===== src/pkg/status_block_map.vh =====
// Purpose: Offsets, field positions, reset values and timing counts of the status block builder.
// Assumes: 32-bit APB data, one aligned word per register.
// Notes:   Definitions only.
`ifndef STATUS_BLOCK_MAP_VH
`define STATUS_BLOCK_MAP_VH

// Register byte offsets.
`define OFF_CTRL        8'h00
`define OFF_CFG_FRAME   8'h04
`define OFF_CFG_RATE    8'h08
`define OFF_CFG_PACKET  8'h0c
`define OFF_CFG_TIMING  8'h10
`define OFF_ERR         8'h14
`define OFF_EFFECTIVE   8'h18
`define OFF_TX_STATUS   8'h1c

// Length byte values that mark the two status layouts.
`define LEN_STATUS_A    8'hfc
`define LEN_STATUS_B    8'hfd

// Control fields.
`define CTRL_LAYOUT_B   0
`define CTRL_ALTERNATE  1

// Error word bit positions.
`define EB_TERM         0
`define EB_BAUD         1
`define EB_PARITY       2
`define EB_DATA         3
`define EB_STOP         4
`define EB_HANDSHAKE    5
`define EB_TERM_COUNT   6
`define EB_PACKET       7
`define EB_RX_TIMEOUT   8
`define EB_RX_GAP       9
`define EB_WR_TIMEOUT   10
`define EB_OVERRUN      15

// Termination type bits: zero means stream mode.
`define TT_CHAR         0
`define TT_PACKET       1
`define TT_TIMEOUT      2
`define TT_GAP          3

// Reset values of the configuration registers.
`define RST_CTRL        32'h0000_0000
`define RST_CFG_FRAME   32'h184e_4e00
`define RST_CFG_RATE    32'h0100_2580
`define RST_CFG_PACKET  32'h1388_0001
`define RST_CFG_TIMING  32'h0064_0064

// Fallback values and limits.
`define BAUD_FALLBACK   24'h002580
`define WR_TIMEOUT_MS   16'h1388
`define WORD_LEN_DEF    4'h8
`define MAX_PACKET      16'h1000
`define MAX_TERM_COUNT  8'h0c
`define MAX_WR_CHARS    4'ha

// Clock rate and the derived cycles per millisecond.
`define CLK_HZ          250000000
`define MS_PER_S        1000
`define MS_CYCLES       (`CLK_HZ / `MS_PER_S)

`endif


===== src/design/status_block_builder.v =====
// Purpose: Builds the 16-byte status blocks of a serial gateway and paces port writes.
// Assumes: All inputs come from logic on clk_in; registers reached over APB3.
// Notes:   Words sit little endian in the image: low byte at the lower offset.
//
// Overview of operation
// - With no receive data pending, a scan loads a status block into the image.
// - The length byte holds 252 or 253, choosing one of two layouts.
// - Layout 252: cycle, sent, received, parsed, errors, error word, transmit state.
// - Layout 253: cycle, rx state, rx chars, rx blocks, tx chars, tx blocks, tx state.
// - The sequence number changes on every scan; byte 0 of each status block carries it.
// - Termination type above 15 sets bit 0; port uses stream mode.
// - Invalid baud rate sets bit 1; port runs at 9600 baud.
// - Parity chosen by first letter; invalid letter sets bit 2, no parity used.
// - Data bits 5 to 8 accepted; otherwise bit 3 set and 8 used.
// - Stop bits 1 or 2 accepted; otherwise bit 4 set and 1 used.
// - Handshake chosen by first letter; invalid sets bit 5, none used.
// - With char ending selected, termination character count must be 1 to 12; else bit 6, no char ending.
// - With packet ending selected, packet length must be 1 to 4096; else bit 7, packet ending off.
// - Zero receive timeout sets bit 8; timeout ending not used.
// - Zero intercharacter delay sets bit 9; gap ending not used.
// - Zero write timeout sets bit 10; 5000 ms used instead.
// - Discarded receive data sets overrun bit 15.
// - With no errors the error word reads zero.
// - A write block with data arriving while idle starts transmission at once with its timing; one arriving while busy is ignored.
// - Transmit state is nonzero while sending and zero once finished.
`timescale 1ns/100ps
`include "status_block_map.vh"

module status_block_builder #(
  parameter MS_CYCLES = `MS_CYCLES
) (
  input  wire        clk_in,
  input  wire        rst_n_in,
  input  wire        psel_in,
  input  wire        penable_in,
  input  wire        pwrite_in,
  input  wire [7:0]  paddr_in,
  input  wire [31:0] pwdata_in,
  output reg  [31:0] prdata_out,
  output reg         pready_out,
  output reg         pslverr_out,
  input  wire        scan_tick_in,
  input  wire        rx_pending_in,
  input  wire        blocks_sent_in,
  input  wire        blocks_recv_in,
  input  wire        blocks_parsed_in,
  input  wire        block_error_in,
  input  wire        rx_char_in,
  input  wire        rx_block_in,
  input  wire [15:0] rx_state_in,
  input  wire        rx_discard_in,
  input  wire        wr_start_in,
  input  wire [3:0]  wr_count_in,
  input  wire [7:0]  wr_gap_ms_in,
  input  wire [79:0] wr_data_in,
  input  wire        tx_done_in,
  output reg         tx_req_out,
  output reg  [7:0]  tx_byte_out,
  output reg         tx_busy_out,
  output reg  [127:0] image_out,
  output reg         status_block_out,
  output reg  [7:0]  seq_out,
  output reg  [3:0]  eff_term_type_out,
  output reg  [23:0] eff_baud_out,
  output reg  [2:0]  eff_parity_out,
  output reg  [3:0]  eff_word_len_out,
  output reg         eff_two_stop_out,
  output reg  [1:0]  eff_handshake_out,
  output reg         term_char_en_out,
  output reg         term_packet_en_out,
  output reg         term_timeout_en_out,
  output reg         term_gap_en_out,
  output reg  [15:0] eff_wr_timeout_out
);

  localparam ST_IDLE = 2'b00;
  localparam ST_REQ  = 2'b01;
  localparam ST_WAIT = 2'b10;
  localparam ST_GAP  = 2'b11;
  localparam N_CNT   = 9;

  reg  [31:0] ctrl_ff;
  reg  [31:0] cfg_frame_ff;
  reg  [31:0] cfg_rate_ff;
  reg  [31:0] cfg_packet_ff;
  reg  [31:0] cfg_timing_ff;
  reg         overrun_ff;
  reg         alt_ff;
  reg  [1:0]  tx_st_ff;
  reg  [3:0]  tx_left_ff;
  reg  [3:0]  tx_idx_ff;
  reg  [7:0]  tx_gap_ff;
  reg  [79:0] tx_data_ff;
  reg  [17:0] ms_tick_ff;
  reg  [15:0] ms_elapsed_ff;
  reg  [7:0]  gap_left_ff;

  wire [7:0]  term_type  = cfg_frame_ff[7:0];
  wire [7:0]  par_letter = cfg_frame_ff[15:8] & 8'hdf;
  wire [7:0]  hs_letter  = cfg_frame_ff[23:16] & 8'hdf;
  wire [3:0]  word_len   = cfg_frame_ff[27:24];
  wire [3:0]  stop_cnt   = cfg_frame_ff[31:28];
  wire [23:0] baud       = cfg_rate_ff[23:0];
  wire [7:0]  term_cnt   = cfg_rate_ff[31:24];
  wire [15:0] pkt_len    = cfg_packet_ff[15:0];
  wire [15:0] wr_to      = cfg_packet_ff[31:16];
  wire [15:0] rx_to      = cfg_timing_ff[15:0];
  wire [15:0] rx_gap     = cfg_timing_ff[31:16];

  // Configuration checks; each failed check picks its documented fallback.
  reg         bad_term;
  reg         bad_baud;
  reg         bad_parity;
  reg  [2:0]  parity_code;
  reg         bad_handshake;
  reg  [1:0]  hs_code;
  wire [3:0]  nxt_term_type;
  wire        bad_word_length_flag;
  wire        bad_stop_count_flag;
  wire        bad_count;
  wire        bad_packet_size_flag;
  wire        rx_overrun_flag;
  wire [15:0] err_word;

  always @* begin
    bad_term = (term_type > 8'h0f);
    case (baud)
      24'h00006e, 24'h00012c, 24'h000258, 24'h0004b0, 24'h000960,
      24'h0012c0, 24'h002580, 24'h004b00, 24'h009600, 24'h00e100,
      24'h01c200: bad_baud = 1'b0;
      default:    bad_baud = 1'b1;
    endcase
    bad_parity = 1'b0;
    case (par_letter)
      8'h4e:   parity_code = 3'h0;
      8'h45:   parity_code = 3'h1;
      8'h4f:   parity_code = 3'h2;
      8'h4d:   parity_code = 3'h3;
      8'h53:   parity_code = 3'h4;
      default: begin
        parity_code = 3'h0;
        bad_parity  = 1'b1;
      end
    endcase
    bad_handshake = 1'b0;
    case (hs_letter)
      8'h4e:   hs_code = 2'h0;
      8'h52:   hs_code = 2'h1;
      8'h44:   hs_code = 2'h2;
      8'h58:   hs_code = 2'h3;
      default: begin
        hs_code       = 2'h0;
        bad_handshake = 1'b1;
      end
    endcase
  end

  assign nxt_term_type        = bad_term ? 4'h0 : term_type[3:0];
  assign bad_word_length_flag = (word_len < 4'h5) || (word_len > 4'h8);
  assign bad_stop_count_flag  = (stop_cnt != 4'h1) && (stop_cnt != 4'h2);
  // Count and length limits only matter when that termination is selected.
  assign bad_count = nxt_term_type[`TT_CHAR] &&
                     ((term_cnt == 8'h00) || (term_cnt > `MAX_TERM_COUNT));
  assign bad_packet_size_flag = nxt_term_type[`TT_PACKET] &&
                     ((pkt_len == 16'h0000) || (pkt_len > `MAX_PACKET));
  assign rx_overrun_flag = overrun_ff;

  // Spare bits 11 to 14 are tied low; an error-free setup reads all zero.
  assign err_word = {rx_overrun_flag, 4'h0,
                     (wr_to == 16'h0000), (rx_gap == 16'h0000),
                     (rx_to == 16'h0000), bad_packet_size_flag,
                     bad_count, bad_handshake, bad_stop_count_flag,
                     bad_word_length_flag, bad_parity, bad_baud, bad_term};

  always @(posedge clk_in or negedge rst_n_in) begin
    if (!rst_n_in) begin
      eff_term_type_out   <= 4'h0;
      eff_baud_out        <= `BAUD_FALLBACK;
      eff_parity_out      <= 3'h0;
      eff_word_len_out    <= `WORD_LEN_DEF;
      eff_two_stop_out    <= 1'b0;
      eff_handshake_out   <= 2'h0;
      term_char_en_out    <= 1'b0;
      term_packet_en_out  <= 1'b0;
      term_timeout_en_out <= 1'b0;
      term_gap_en_out     <= 1'b0;
      eff_wr_timeout_out  <= `WR_TIMEOUT_MS;
    end else begin
      eff_term_type_out   <= nxt_term_type;
      eff_baud_out        <= bad_baud ? `BAUD_FALLBACK : baud;
      eff_parity_out      <= parity_code;
      eff_word_len_out    <= bad_word_length_flag ? `WORD_LEN_DEF : word_len;
      eff_two_stop_out    <= (stop_cnt == 4'h2);
      eff_handshake_out   <= hs_code;
      term_char_en_out    <= nxt_term_type[`TT_CHAR] && !bad_count;
      term_packet_en_out  <= nxt_term_type[`TT_PACKET] && !bad_packet_size_flag;
      term_timeout_en_out <= nxt_term_type[`TT_TIMEOUT] && (rx_to != 16'h0000);
      term_gap_en_out     <= nxt_term_type[`TT_GAP] && (rx_gap != 16'h0000);
      eff_wr_timeout_out  <= (wr_to == 16'h0000) ? `WR_TIMEOUT_MS : wr_to;
    end
  end

  // Event counters, one per counted status field (nine, none for the error word, rx state or tx state); each wraps at 16 bits.
  wire [N_CNT-1:0]    cnt_ev;
  wire [16*N_CNT-1:0] cnt_w;
  wire                tx_char_ev = (tx_st_ff == ST_WAIT) && tx_done_in;
  wire                tx_last    = tx_char_ev && (tx_left_ff == 4'h1);

  assign cnt_ev = {tx_last, tx_char_ev, rx_block_in, rx_char_in, block_error_in,
                   blocks_parsed_in, blocks_recv_in, blocks_sent_in, scan_tick_in};

  genvar gi;
  generate
    for (gi = 0; gi < N_CNT; gi = gi + 1) begin : g_cnt
      reg [15:0] c_ff;
      always @(posedge clk_in or negedge rst_n_in) begin
        if (!rst_n_in) begin
          c_ff <= 16'h0000;
        end else if (cnt_ev[gi]) begin
          c_ff <= c_ff + 16'h0001;
        end
      end
      assign cnt_w[16*gi +: 16] = c_ff;
    end
  endgenerate

  // Transmit pacing: one character request, wait for the serializer, then the gap.
  wire        ms_wrap = (ms_tick_ff == MS_CYCLES[17:0] - 18'h00001);
  wire        tx_abort = (tx_st_ff != ST_IDLE) && (ms_elapsed_ff >= eff_wr_timeout_out);
  wire [15:0] tx_state = {14'h0000, tx_st_ff};
  wire [3:0]  start_cnt = (wr_count_in > `MAX_WR_CHARS) ? `MAX_WR_CHARS : wr_count_in;
  reg  [1:0]  nxt_tx_st;

  always @* begin
    nxt_tx_st = tx_st_ff;
    case (tx_st_ff)
      ST_IDLE: if (wr_start_in && (wr_count_in != 4'h0)) nxt_tx_st = ST_REQ;
      ST_REQ:  nxt_tx_st = ST_WAIT;
      ST_WAIT: begin
        if (tx_last) begin
          nxt_tx_st = ST_IDLE;
        end else if (tx_done_in) begin
          nxt_tx_st = (tx_gap_ff == 8'h00) ? ST_REQ : ST_GAP;
        end
      end
      default: if ((gap_left_ff == 8'h00) && ms_wrap) nxt_tx_st = ST_REQ;
    endcase
    // A serializer that never answers would leave the port busy for good.
    if (tx_abort) nxt_tx_st = ST_IDLE;
  end

  always @(posedge clk_in or negedge rst_n_in) begin
    if (!rst_n_in) begin
      tx_st_ff      <= ST_IDLE;
      tx_left_ff    <= 4'h0;
      tx_idx_ff     <= 4'h0;
      tx_gap_ff     <= 8'h00;
      tx_data_ff    <= 80'h0;
      ms_tick_ff    <= 18'h00000;
      ms_elapsed_ff <= 16'h0000;
      gap_left_ff   <= 8'h00;
      tx_req_out    <= 1'b0;
      tx_byte_out   <= 8'h00;
      tx_busy_out   <= 1'b0;
    end else begin
      tx_st_ff    <= nxt_tx_st;
      tx_req_out  <= (nxt_tx_st == ST_REQ);
      tx_busy_out <= (nxt_tx_st != ST_IDLE);
      // The index steps with the event so a zero gap sends the next byte; the wrap keeps it in range.
      tx_byte_out <= tx_data_ff[8*((tx_idx_ff + {3'h0, tx_char_ev}) % 4'ha) +: 8];
      ms_tick_ff  <= (ms_wrap || tx_char_ev || (tx_st_ff == ST_IDLE)) ? 18'h00000
                                                                       : ms_tick_ff + 18'h00001;
      if (tx_st_ff == ST_IDLE) begin
        ms_elapsed_ff <= 16'h0000;
        if (wr_start_in && (wr_count_in != 4'h0)) begin
          tx_left_ff <= start_cnt;
          tx_idx_ff  <= 4'h0;
          tx_gap_ff  <= wr_gap_ms_in;
          tx_data_ff <= wr_data_in;
          tx_byte_out <= wr_data_in[7:0];
        end
      end else if (ms_wrap) begin
        ms_elapsed_ff <= ms_elapsed_ff + 16'h0001;
      end
      if (tx_char_ev) begin
        tx_left_ff  <= tx_left_ff - 4'h1;
        tx_idx_ff   <= tx_idx_ff + 4'h1;
        gap_left_ff <= tx_gap_ff - 8'h01;
        ms_elapsed_ff <= 16'h0000;
      end else if ((tx_st_ff == ST_GAP) && ms_wrap && (gap_left_ff != 8'h00)) begin
        gap_left_ff <= gap_left_ff - 8'h01;
      end
    end
  end

  // Image assembly on each scan.
  wire        use_b = ctrl_ff[`CTRL_ALTERNATE] ? alt_ff : ctrl_ff[`CTRL_LAYOUT_B];
  wire [15:0] w_cycle = cnt_w[15:0];
  wire [95:0] body_a = {tx_state, err_word, cnt_w[79:64], cnt_w[63:48],
                        cnt_w[47:32], cnt_w[31:16]};
  wire [95:0] body_b = {tx_state, cnt_w[143:128], cnt_w[127:112], cnt_w[111:96],
                        cnt_w[95:80], rx_state_in};

  always @(posedge clk_in or negedge rst_n_in) begin
    if (!rst_n_in) begin
      image_out        <= 128'h0;
      status_block_out <= 1'b0;
      seq_out          <= 8'h00;
      alt_ff           <= 1'b0;
    end else if (scan_tick_in) begin
      seq_out <= seq_out + 8'h01;
      // Receive blocks take the image when data is pending; this block leaves it alone.
      status_block_out <= !rx_pending_in;
      if (!rx_pending_in) begin
        alt_ff    <= !alt_ff;
        image_out <= {use_b ? body_b : body_a, w_cycle,
                      use_b ? `LEN_STATUS_B : `LEN_STATUS_A,
                      seq_out + 8'h01};
      end
    end
  end

  // APB slave: data and ready are set up in the setup cycle, so every access takes one wait-free cycle.
  wire        setup  = psel_in && !penable_in;
  wire        access = psel_in && penable_in && pready_out;
  wire        wr_acc = access && pwrite_in && !pslverr_out;
  reg  [31:0] rd_mux;
  reg         unmapped;

  always @* begin
    unmapped = 1'b0;
    if (paddr_in == `OFF_CTRL) begin
      rd_mux = ctrl_ff;
    end else if (paddr_in == `OFF_CFG_FRAME) begin
      rd_mux = cfg_frame_ff;
    end else if (paddr_in == `OFF_CFG_RATE) begin
      rd_mux = cfg_rate_ff;
    end else if (paddr_in == `OFF_CFG_PACKET) begin
      rd_mux = cfg_packet_ff;
    end else if (paddr_in == `OFF_CFG_TIMING) begin
      rd_mux = cfg_timing_ff;
    end else if (paddr_in == `OFF_ERR) begin
      rd_mux = {16'h0000, err_word};
    end else if (paddr_in == `OFF_EFFECTIVE) begin
      rd_mux = {6'h00, eff_term_type_out, eff_handshake_out, eff_two_stop_out,
                eff_parity_out, eff_word_len_out, term_gap_en_out, term_timeout_en_out,
                term_packet_en_out, term_char_en_out, 8'h00};
    end else if (paddr_in == `OFF_TX_STATUS) begin
      rd_mux = {tx_state, seq_out, 4'h0, tx_left_ff};
    end else begin
      rd_mux   = 32'h0000_0000;
      unmapped = 1'b1;
    end
  end

  always @(posedge clk_in or negedge rst_n_in) begin
    if (!rst_n_in) begin
      prdata_out    <= 32'h0000_0000;
      pready_out    <= 1'b0;
      pslverr_out   <= 1'b0;
      ctrl_ff       <= `RST_CTRL;
      cfg_frame_ff  <= `RST_CFG_FRAME;
      cfg_rate_ff   <= `RST_CFG_RATE;
      cfg_packet_ff <= `RST_CFG_PACKET;
      cfg_timing_ff <= `RST_CFG_TIMING;
      overrun_ff    <= 1'b0;
    end else begin
      pready_out  <= setup;
      pslverr_out <= setup && unmapped;
      prdata_out  <= (setup && !pwrite_in) ? rd_mux : 32'h0000_0000;
      if (wr_acc) begin
        if (paddr_in == `OFF_CTRL) begin
          ctrl_ff <= {30'h0, pwdata_in[1:0]};
        end else if (paddr_in == `OFF_CFG_FRAME) begin
          cfg_frame_ff <= pwdata_in;
        end else if (paddr_in == `OFF_CFG_RATE) begin
          cfg_rate_ff <= pwdata_in;
        end else if (paddr_in == `OFF_CFG_PACKET) begin
          cfg_packet_ff <= pwdata_in;
        end else if (paddr_in == `OFF_CFG_TIMING) begin
          cfg_timing_ff <= pwdata_in;
        end
      end
      // A discard in the clearing cycle keeps the flag set.
      if (rx_discard_in) begin
        overrun_ff <= 1'b1;
      end else if (wr_acc && (paddr_in == `OFF_ERR) && pwdata_in[`EB_OVERRUN]) begin
        overrun_ff <= 1'b0;
      end
    end
  end

endmodule // status_block_builder


===== config.mk =====
export PLATFORM = sky130hd
export DESIGN_NAME = status_block_builder
export DESIGN_NICKNAME = d
export VERILOG_FILES = /design/src/design/status_block_builder.v
export VERILOG_INCLUDE_DIRS = /design/src /design/src/pkg
export SDC_FILE = /design/constraint.sdc
export NUM_CORES = 1
export LEC_CHECK = 0
export BUFFER_PORTS_ARGS = -buffer_cell sky130_fd_sc_hd__buf_2
export CAP_MARGIN = 20
export CORE_ASPECT_RATIO = 0.9
export CORE_MARGIN = 2
export CORE_UTILIZATION = 55
export CTS_CLUSTER_DIAMETER = 120
export DETAILED_ROUTE_END_ITERATION = 8
export PLACE_DENSITY = 0.74
export SLEW_MARGIN = 20
export SYNTH_ARGS = -nofsm -noshare
export SYNTH_HDL_FRONTEND = slang
export SYNTH_SLANG_ARGS = --single-unit

===== constraint.sdc =====
create_clock -name clk_in -period 5.5 [get_ports clk_in]
set_clock_uncertainty 0.05 [all_clocks]
set_input_delay 0.275 -clock clk_in [delete_from_list [all_inputs] [get_ports clk_in]]
set_output_delay 0.275 -clock clk_in [all_outputs]
set_load 0.1 [all_outputs]

==> parameters.txt <==
Parameter                              Value

GRT
  Number of global-route vias before repair    23471
  Global-route congestion overflow total    0
  Antenna violations before repair    9
  Largest net degree at the start of global routing    184
  Global-route usage over all layers    30.7%
  Wire length of the first global-routing pass    131 mm

Logic synthesis
  Count of mapped cells out of synthesis    2779
  Post-synthesis cell type with the largest combined area    sky130_fd_sc_hd__dfrtp_1
  Share of the synthesized area in the top cell type    52.0%
  Count of flip-flops with a built-in enable after synthesis    0
  Unique masters post-synth    72
  Warning count from the yosys run    0
  Cell with the most instances after synthesis    sky130_fd_sc_hd__nand2_1
  Number of flip-flops and latches in the synthesized netlist    635
  Sequential share of the synthesized area    55.3%
  Top post-synthesis cells by count    599 x sky130_fd_sc_hd__nand2_1, 598 x sky130_fd_sc_hd__dfrtp_1, 228 x sky130_fd_sc_hd__nor2_1
  Share of async-settable or async-resettable flops after synthesis    100%
  Most frequently used flop master after synthesis    sky130_fd_sc_hd__dfrtp_1
  Netlist area before placement    28800 sq um
  Syn Area/Cell    10.4 sq um
  Cells taking the most area after synthesis    sky130_fd_sc_hd__dfrtp_1 52%, sky130_fd_sc_hd__nand2_1 7.8%, sky130_fd_sc_hd__mux2_2 6.4%, sky130_fd_sc_hd__xnor2_1 3.6%, sky130_fd_sc_hd__dfstp_2 3.4%

Power
  VDD IR max    0.635 mV
  Leakage power    17.0 nW
  Total power divided by cell area    406 nW/um^2

Clocking
  TritonCTS clock tree    yes
  Clock-pin slew on the worst setup and hold paths    60 ps
  Number of buffers created by CTS    66
  Number of buffers inserted to repair setup after CTS    0
  Maximum buffer depth of the clock tree    3
  Clock Sinks    635
  CTS root buf    sky130_fd_sc_hd__clkbuf_16
  Resize count post-CTS    0
  Worst-Skew Late Latency    610 ps
  Number of hold buffers added after cts    150
  H-tree Lvls    3

Min path
  WHS Path Cells    3
  Worst Hold Path EP    pslverr_out
  Min-delay worst type    primary input to flip-flop
  Hold wc startpoint    psel_in

Critical path
  CP max stage cell    sky130_fd_sc_hd__o211ai_1
  Reg2Reg Launch Point    tx_st_ff[0]
  Launch point of the worst path    tx_st_ff[0]
  WP data arrival    5040 ps
  Slowest cell delay on critical path    590 ps
  Most frequent CP cell    sky130_fd_sc_hd__ha_1
  WP buf/inv    4
  Worst reg-to-reg path cell count    17
  Launching element type of the critical path    flip-flop
  Crit Path Class    flip-flop to flip-flop
  Register-to-register setup slack    880 ps
  Data required time of the critical path    5920 ps
  CP top delay family    compound AO/OA/AOI/OAI gates
  Biggest fanout along the worst timing path    15
  Cells along the critical path    nand3b_1 -> inv_1 -> ha_1 -> ha_1 -> buf_4 -> xor2_1 -> inv_1 -> ha_1 -> inv_1 -> ha_1 -> a211o_1 -> o21ai_0 -> nand3_1 -> and3_1 -> o211ai_1 -> o21ai_0 -> a221o_1
  CP Capture Type    flip-flop
  Worst reg2reg endpoint    tx_byte_out[7]

Outcome
  Status    finished clean

Timing
  Final-layout setup total negative slack    0 ps
  RSZ-0062 raised after global routing    no
  Number of pins exceeding their max-slew limit in the final report    0
  Max transition margin    26.7%
  Least-Margin Pin Slew    1100 ps
  Highest Clock Rate    216 MHz
  Shortest period the worst path allows    4620 ps
  Period utilisation layout    84.0%
  Final Worst Setup Slack    879 ps
  Number of hold-slack violations in the final timing report    0
  Final setup viols    0

Detailed routing
  Post-DR vias/cell    5.81
  Detailed-route wire length    83.3 mm
  Number of optimization iterations in the first detailed-route pass    6
  DRC marker count from the first detailed-route iteration    1931
  Post-route antenna net violation count    0
  Count of unresolved DRC violations after routing    0
  Routed len/inst    20.7 microns
  Routed vias    23335

Placed design
  DP Wirelength    54.3 mm
  Number of buffer cells added on primary ports    387
  Post-place setup slack    848 ps
  Final GP Congestion    0.911

Finish
  Fraction of layout cells with a size suffix above 1    22.7%
  Signed area change from the synthesized netlist to the final layout    21.9%
  Count of fill cells added during filler insertion    3828
  Number of nets in the finished design    3472
  Finished Core Util    67.9%

Floorplanning
  Die area    54200 sq um
  Top-Level Pins    403
  Placement Rows    79
  Height of the die    221 microns
  Starting Density    55.7%
  Die Wd    245 microns
  Placeable core region    51700 sq um

Flow run
  Max capacitance violation total    0
==> cell families (layout without fill, tap and decap cells) <==
logic type | Yosys count | after routing | synth area share [%]
compound gates | 340 | 340 | 7.73
flops | 635 | 635 | 55.3
buf+inv | 216 | 736 | 3.21
simple gates | 1168 | 1168 | 18.1
fa+ha+maj | 39 | 39 | 1.69
mux | 199 | 199 | 8.42
xor+xnor | 181 | 181 | 5.50
other cells | 1 | 33 | 0.0130
==> through the flow <==
step / std cells / hold WS [ps] / power, W / area, sq um
final: 4019 / 55.7 / 0.0143 / 35100
after global routing: 4017 / 41.5 / 0.0148 / 35100
after CTS: 4009 / 11.7 / 0.0143 / 35100
after detailed placement: 3739 / 337 / 0.00937 / 31200
after global placement: 3739 / 334 / 0.00926 / 31200
after floorplan: 2801 / -70.6 / 0.00850 / 28900
==> metal layers <==
| layer | track usage, % | share of wire, % |
|---|---|---|
| met1 | 39.7 | 40 |
| met5 | 0 | 0.016 |
| met3 | 7.08 | 7.4 |
| met2 | 49.1 | 48 |
| met4 | 14.7 | 5.1 |
==> how the worst max path moves through the flow <==
| stage | end | cells after the start |
|---|---|---|
| floorplan | tx_byte_out[5] | 22 |
| global placement | tx_byte_out[5] | 15 |
| detailed placement | tx_byte_out[5] | 17 |
| CTS | tx_byte_out[5] | 17 |
| global route | tx_byte_out[7] | 15 |
| finish | tx_byte_out[7] | 17 |
==> report_power, final <==
group          internal, W  switching, W
logic             0.000951       0.00258
clock network      0.00291       0.00190
registers          0.00528      0.000628
total              0.00914       0.00511
==> state kept, by name, summed over array words and instances (netlist names), 18 cells and up <==
register and count:
cfg_rate_ff 32, g_cnt.c_ff 144, ms_tick_ff 18, cfg_frame_ff 32, prdata_out 32, eff_baud_out 24, tx_data_ff 80, cfg_timing_ff 32
cfg_packet_ff 32, image_out 108
==> tightest hold or removal path, cell delays in order <==
cell and delay [ps]:
sky130_fd_sc_hd__buf_2 100, sky130_fd_sc_hd__nor2b_1 150, sky130_fd_sc_hd__and2_1 140
==> cells in the final DEF, fill, tap and decap left out, drive strengths merged, types with 37 or more instances in the layout <==
cell	instances
a21oi	55
nand2	599
ha	39
o21ai	80
nand3	68
buf	412
nand4	54
xor2	62
xnor2	119
inv	56
dlygate4sd3	150
a31oi	75
mux2	164
dfstp	37
and3	44
dfrtp	598
clkbuf	92
nor2	228
==> layout make-up <==
type | instances | area (sq um) | share of cell area (%)
Sequential cell | 635 | 15900 | 45.4
Antenna cell | 10 | 25.0 | 0.0713
Tap cell | 688 | 861 | 2.45
Clock buffer | 92 | 1910 | 5.45
Inverter | 54 | 203 | 0.577
Clock inverter | 28 | 414 | 1.18
Timing Repair Buffer | 562 | 3670 | 10.5
Multi-Input combinational cell | 1950 | 12100 | 34.4
No activity file was read; power rests on OpenSTA's default activity.
